--- config.mk ---
export PLATFORM = sky130hd
export DESIGN_NAME = itmc_len_rule
export DESIGN_NICKNAME = d
export VERILOG_FILES = /design/src/verilog/itmc_pkg.sv /design/src/verilog/itmc_len_rule.sv
export SDC_FILE = /design/constraint.sdc
export NUM_CORES = 1
export LEC_CHECK = 0
export BUFFER_PORTS_ARGS = -buffer_cell sky130_fd_sc_hd__buf_2
export CAP_MARGIN = 20
export CORE_UTILIZATION = 54
export DETAILED_ROUTE_END_ITERATION = 12
export GPL_TIMING_DRIVEN = 1
export PLACE_DENSITY = 0.79
export REMOVE_ABC_BUFFERS = 1
export SLEW_MARGIN = 20
export SYNTH_ARGS = -nofsm -noshare
export SYNTH_HDL_FRONTEND = slang
export SYNTH_SLANG_ARGS = --single-unit
--- constraint.sdc ---
create_clock -name vclk -period 3.2
set_input_delay 0.16 -clock vclk [all_inputs]
set_output_delay 0.16 -clock vclk [all_outputs]
set_load 0.05 [all_outputs]
--- src/verilog/itmc_pkg.sv ---
// package: constants and types for the ingress malformed-packet checker
package itmc_pkg;
   // tlp header format/type codes (fmt[1:0], type[4:0])
   localparam logic [6:0] ITMC_MRD32 = 7'h00;
   localparam logic [6:0] ITMC_MRD64 = 7'h20;
   localparam logic [6:0] ITMC_MWR32 = 7'h40;
   localparam logic [6:0] ITMC_MWR64 = 7'h60;
   localparam logic [6:0] ITMC_IORD = 7'h02;
   localparam logic [6:0] ITMC_IOWR = 7'h42;
   localparam logic [6:0] ITMC_CFGRD0 = 7'h04;
   localparam logic [6:0] ITMC_CFGWR0 = 7'h44;
   localparam logic [6:0] ITMC_CFGRD1 = 7'h05;
   localparam logic [6:0] ITMC_CFGWR1 = 7'h45;
   localparam logic [6:0] ITMC_CPLD = 7'h4A;
   localparam logic [4:0] ITMC_MSG_TYPE = 5'h10;
   // message codes needing tc0
   localparam logic [7:0] ITMC_MC_UNLOCK = 8'h00;
   localparam logic [7:0] ITMC_MC_SLOTPWR = 8'h50;
   localparam logic [3:0] ITMC_MC_INTX_HI = 4'h2;
   localparam logic [3:0] ITMC_MC_ERR_HI = 4'h3;
   localparam logic [7:0] ITMC_MC_PM_NAK = 8'h14;
   localparam logic [7:0] ITMC_MC_PM_PME = 8'h18;
   localparam logic [7:0] ITMC_MC_PM_OFF = 8'h19;
   localparam logic [7:0] ITMC_MC_PM_ACK = 8'h1B;
   // header dword counts and digest extra
   localparam logic [11:0] ITMC_HDR3 = 12'h003;
   localparam logic [11:0] ITMC_HDR4 = 12'h004;
   localparam logic [11:0] ITMC_HDR5 = 12'h005;
   localparam logic [11:0] ITMC_DIG1 = 12'h001;
   localparam logic [9:0] ITMC_LEN_ONE = 10'h001;
   // config tracking, max payload reset value and upstream port id
   localparam int ITMC_CFG_DEPTH = 4;
   localparam logic [2:0] ITMC_CFG_MAX = 3'h4;
   localparam logic [2:0] ITMC_MPS_RST = 3'h0;
   localparam logic [1:0] ITMC_PORT_UP = 2'h0;
   typedef enum logic [1:0] {ITMC_IDLE, ITMC_BODY, ITMC_EVAL} itmc_state_t;
endpackage

--- src/verilog/itmc_len_rule.sv ---
// leaf: expected received-length check for one tlp
`timescale 1ns/100ps
module itmc_len_rule
(
   // header fields
   input wire logic [6:0] fmt_type,
   input wire logic [9:0] length,
   input wire logic [2:0] tc,
   input wire logic [1:0] attr,
   input wire logic digest,
   input wire logic [7:0] msg_code,
   // measured and limit
   input wire logic [11:0] dw_count,
   input wire logic [11:0] limit_dw,
   // verdict
   output logic bad
);
   wire [11:0] len12 = (length == 10'h000) ? 12'h400 : {2'h0, length};
   wire [11:0] dg = digest ? itmc_pkg::ITMC_DIG1 : 12'h000;
   wire is_io_cfg_rd = fmt_type == itmc_pkg::ITMC_IORD || fmt_type == itmc_pkg::ITMC_CFGRD0
      || fmt_type == itmc_pkg::ITMC_CFGRD1;
   wire is_io_cfg_wr = fmt_type == itmc_pkg::ITMC_IOWR || fmt_type == itmc_pkg::ITMC_CFGWR0
      || fmt_type == itmc_pkg::ITMC_CFGWR1;
   wire is_msg = fmt_type[4:3] == itmc_pkg::ITMC_MSG_TYPE[4:3];
   wire tc0_msg = msg_code == itmc_pkg::ITMC_MC_UNLOCK || msg_code == itmc_pkg::ITMC_MC_SLOTPWR
      || msg_code[7:4] == itmc_pkg::ITMC_MC_INTX_HI || msg_code[7:4] == itmc_pkg::ITMC_MC_ERR_HI
      || msg_code == itmc_pkg::ITMC_MC_PM_NAK || msg_code == itmc_pkg::ITMC_MC_PM_PME
      || msg_code == itmc_pkg::ITMC_MC_PM_OFF || msg_code == itmc_pkg::ITMC_MC_PM_ACK;
   wire bad_mps = len12 >= limit_dw;
   wire bad_fld = (is_io_cfg_rd || is_io_cfg_wr)
      && (length != itmc_pkg::ITMC_LEN_ONE || tc != 3'h0 || attr != 2'h0);
   wire bad_rd = is_io_cfg_rd && dw_count != itmc_pkg::ITMC_HDR3 + dg;
   wire bad_wr = is_io_cfg_wr && dw_count != itmc_pkg::ITMC_HDR4 + dg;
   // memory read counts kept as printed (with digest is the shorter)
   wire bad_mrd = (fmt_type == itmc_pkg::ITMC_MRD32
         && dw_count != (digest ? itmc_pkg::ITMC_HDR3 : itmc_pkg::ITMC_HDR4))
      || (fmt_type == itmc_pkg::ITMC_MRD64
         && dw_count != (digest ? itmc_pkg::ITMC_HDR4 : itmc_pkg::ITMC_HDR5));
   wire bad_mw32 = fmt_type == itmc_pkg::ITMC_MWR32 && dw_count != len12 + itmc_pkg::ITMC_HDR3 + dg;
   wire bad_mw64 = fmt_type == itmc_pkg::ITMC_MWR64 && dw_count != len12 + itmc_pkg::ITMC_HDR4 + dg;
   wire bad_cpl = fmt_type == itmc_pkg::ITMC_CPLD && (dw_count != len12 + itmc_pkg::ITMC_HDR3 + dg
      || dw_count > limit_dw + itmc_pkg::ITMC_HDR3 + dg);
   // message sizes, data length counted only with data
   wire [11:0] mlen = fmt_type[6] ? len12 : 12'h000;
   wire bad_msg = is_msg && (dw_count != mlen + itmc_pkg::ITMC_HDR4 + dg
      || dw_count > limit_dw + itmc_pkg::ITMC_HDR4 + dg);
   wire bad_tc = is_msg && tc0_msg && tc != 3'h0;
   assign bad = bad_mps || bad_fld || bad_rd || bad_wr || bad_mrd || bad_mw32 || bad_mw64
      || bad_cpl || bad_msg || bad_tc;
endmodule // itmc_len_rule

==> metrics.md <==
| Metric | Value |
|---|---|
| CORE AREA | `4786 um^2` |
| Maximum number of pins on one net before global-route repair | `22` |
| Area share of the largest cell type after synthesis | `20.77%` |
| Arrival time of the worst setup path | `2840 ps` |
| Worst hold margin | `872.9 ps` |
| Capture endpoint of the worst hold path | `bad` |
| Via count | `3026` |
| Final number of hold-violating endpoints | `0` |
| Max transition margin | `61.61%` |
| Setup repair after global routing missed its margin | `false` |
| Critical hold path startpoint | `fmt_type[4]` |
| Starting density of the core | `56.65%` |
| Total GRT Usage | `29.64%` |
| Share of cells above drive strength 1 | `18.12%` |
| Startpoint types | `input pin` |
| Count of nets left with antenna violations after detail routing | `0` |
| Average detailed-routed wire length per instance | `16.49 um` |
| Mean number of vias per cell | `6.291` |
| Seq cells | `0` |
| Wire length of the first global-routing pass | `12.52 mm` |
| Final TNS setup | `0 ps` |
| Synthesized instance count | `383` |
| Biggest fanout along the worst timing path | `3` |
| Final slew viol count | `0` |
| Cell accounting for the most synthesized area | `sky130_fd_sc_hd__ha_1` |
| Share of the yosys chip area belonging to registers | `0%` |
| Crit Path Category | `input pin to primary output` |
| Aggregate global routing overflow | `0` |
| Maximum ir drop on the vdd rail | `0.00006841 V` |
| Cell Count Post-Placement | `481` |
| Worst-Margin Slew | `570.6 ps` |
| FMAX | `333.4 MHz` |
| Fin cells | `481` |
| Floorplan die area | `5309 um^2` |
| First-pass iteration count of the detailed router | `5` |
| Min-Delay Path Depth | `4` |
| Run status | `finished, final reports clean` |
| Iteration-0 DRC count of the detailed router | `220` |
| Number of global-route vias before repair | `2685` |
| Clock buffer count | `0` |
| Cell area power density | `135.0 nW/um^2` |
| Antenna violations before repair | `0` |
| Max-Cap Viols | `0` |
| Count of inserted antenna diode cells | `0` |
| DPL Wire Length | `6.517 mm` |
| Total leakage power | `0.001310 uW` |
| Nets | `516` |
| Top-level port count | `56` |
| Worst min-delay path class | `input pin to primary output` |
| Gp weighted congestion | `0.9410` |
| Number of port buffers | `56` |
| Setup Viol. Count Final | `0` |
| Num rows | `25` |
| Synth warn | `0` |
| Post-route cell area | `2965 um^2` |
| Drc violations | `0` |
| Post-placement cell area | `2954 um^2` |
| Total Wirelength | `7.930 mm` |
| Area growth from synthesis to layout | `9.368%` |
| Die height | `72.86 um` |
| Mapped Avg Cell Area | `7.079 um^2` |
| Cells taking the most area after synthesis | `sky130_fd_sc_hd__ha_1 21%, sky130_fd_sc_hd__xnor2_1 12%, sky130_fd_sc_hd__a21oi_1 4.8%` |
| Kind of capture point of the worst setup path | `primary output` |
| Die width | `72.86 um` |
| Seq. cell area | `0 um^2` |
| Crit path time final | `2999 ps` |
| Unique masters post-synth | `60` |
| Cell area after synthesis | `2711 um^2` |
| Required @ worst endpoint | `3040 ps` |
| Fin crit share | `93.73%` |
[worst max-delay path by stage]
stage	from	endpoint	slack, ps	cells past startpoint
2_1_floorplan	limit_dw[6]	bad	370	12
3_3_place_gp	digest	bad	230	16
3_5_place_dp	digest	bad	170	17
4_1_cts	digest	bad	170	16
5_1_grt	limit_dw[5]	bad	10	15
6_report	digest	bad	200	16
[layout by cell type, fill, tap and decap left out, types with 3 or more instances in the layout]
cell type	synthesis	routed
sky130_fd_sc_hd__nand3_1	13	13
sky130_fd_sc_hd__buf_4	2	6
sky130_fd_sc_hd__o21ai_0	13	13
sky130_fd_sc_hd__nor3_1	15	14
sky130_fd_sc_hd__or3_1	3	3
sky130_fd_sc_hd__nand2_1	28	28
sky130_fd_sc_hd__and2_1	3	3
sky130_fd_sc_hd__o31ai_1	5	5
sky130_fd_sc_hd__o2111ai_1	3	3
sky130_fd_sc_hd__o21a_1	4	4
sky130_fd_sc_hd__a211oi_1	6	6
sky130_fd_sc_hd__nand2b_1	4	4
sky130_fd_sc_hd__o211ai_1	4	4
sky130_fd_sc_hd__buf_2	7	55
sky130_fd_sc_hd__or2_2	3	3
sky130_fd_sc_hd__nand4_1	16	16
sky130_fd_sc_hd__ha_1	45	45
sky130_fd_sc_hd__inv_1	23	23
sky130_fd_sc_hd__xnor2_1	37	37
sky130_fd_sc_hd__nor4_1	10	10
sky130_fd_sc_hd__nand4b_1	4	4
sky130_fd_sc_hd__nor2_1	21	21
sky130_fd_sc_hd__a21o_1	8	8
sky130_fd_sc_hd__or4_1	3	3
sky130_fd_sc_hd__nor2b_1	5	5
sky130_fd_sc_hd__a21oi_1	26	25
sky130_fd_sc_hd__xor2_1	12	12
[layout make-up]
type / instances / area, um^2
fill: 455 / 1821
inverter: 23 / 86.33
multi-input combinational: 330 / 2475
tap: 67 / 83.83
timing repair buffer: 61 / 320.3
[cell usage after synthesis, types with 4 or more instances]
cell and count:
sky130_fd_sc_hd__inv_1 23, sky130_fd_sc_hd__nand4_1 16, sky130_fd_sc_hd__nand3_1 13, sky130_fd_sc_hd__nor4_1 10, sky130_fd_sc_hd__o21a_1 4, sky130_fd_sc_hd__xor2_1 12, sky130_fd_sc_hd__nor3_1 15, sky130_fd_sc_hd__buf_6 4
sky130_fd_sc_hd__a21o_1 8, sky130_fd_sc_hd__a211oi_1 6, sky130_fd_sc_hd__clkbuf_1 17, sky130_fd_sc_hd__nor2b_1 5, sky130_fd_sc_hd__nor2_1 21, sky130_fd_sc_hd__a21oi_1 26, sky130_fd_sc_hd__o31ai_1 5, sky130_fd_sc_hd__buf_2 7
sky130_fd_sc_hd__o211ai_1 4, sky130_fd_sc_hd__xnor2_1 37, sky130_fd_sc_hd__o21ai_0 13, sky130_fd_sc_hd__ha_1 45, sky130_fd_sc_hd__nand2_1 28, sky130_fd_sc_hd__nand4b_1 4, sky130_fd_sc_hd__nand2b_1 4
[what timing repair did]
| item | 4_1_cts | 5_1_grt |
|---|---|---|
| gates resized for setup | 0 | 5 |
| hold buffers | 0 | 0 |
| setup endpoints to repair | 0 | 1 |
| setup buffers | 0 | 0 |
[through the flow]
stage | total power (uW) | setup slack [ps] | util, %
2_1_floorplan | 240.0 | 366.3 | -
3_3_place_gp | 378.6 | 231.7 | 61.73
3_5_place_dp | 390.8 | 174.5 | 61.73
4_1_cts | 393.0 | 165.2 | 61.73
5_1_grt | 441.3 | 9.793 | 61.96
6_report | 400.2 | 200.5 | 61.96
[critical path, stage by stage]
cell                       delay, ps
sky130_fd_sc_hd__buf_2           130
sky130_fd_sc_hd__ha_1            190
sky130_fd_sc_hd__ha_1            210
sky130_fd_sc_hd__nor2_1           50
sky130_fd_sc_hd__nor2_1          190
sky130_fd_sc_hd__nand4_1         140
sky130_fd_sc_hd__xnor2_1         140
sky130_fd_sc_hd__ha_1            180
sky130_fd_sc_hd__a21o_1          170
sky130_fd_sc_hd__a21o_1          180
sky130_fd_sc_hd__a21oi_2         170
sky130_fd_sc_hd__nand2_1          70
sky130_fd_sc_hd__o21a_1          190
sky130_fd_sc_hd__o311ai_1        270
sky130_fd_sc_hd__nand4_1         170
sky130_fd_sc_hd__buf_4           230
[per-layer routing]
layer	global-route usage, %	up-vias	share of wire [%]
li1	-	1465	-
met5	0	-	0
met1	39.07	1400	43
met3	1.796	24	6.8
met4	8.497	0	3.3
met2	51.92	137	47
[report_power, final]
group | internal, uW | switching [uW] | leakage, uW
Combinational | 168 | 232 | 0.00131
Sequential | 0 | 0 | 0
Clock | 0 | 0 | 0
Total | 168 | 232 | 0.00131
[kinds of logic after synthesis]
family / share of synthesized area (%)
xor gates and xnor gates: 18.46
buffers and inverters: 9.044
adders and majority gates: 20.77
muxes: 0.7384
AOI/OAI and AO/OA: 21.09
and+or+nand+nor: 29.90
Note: power is estimated with default switching activity, not from simulation.
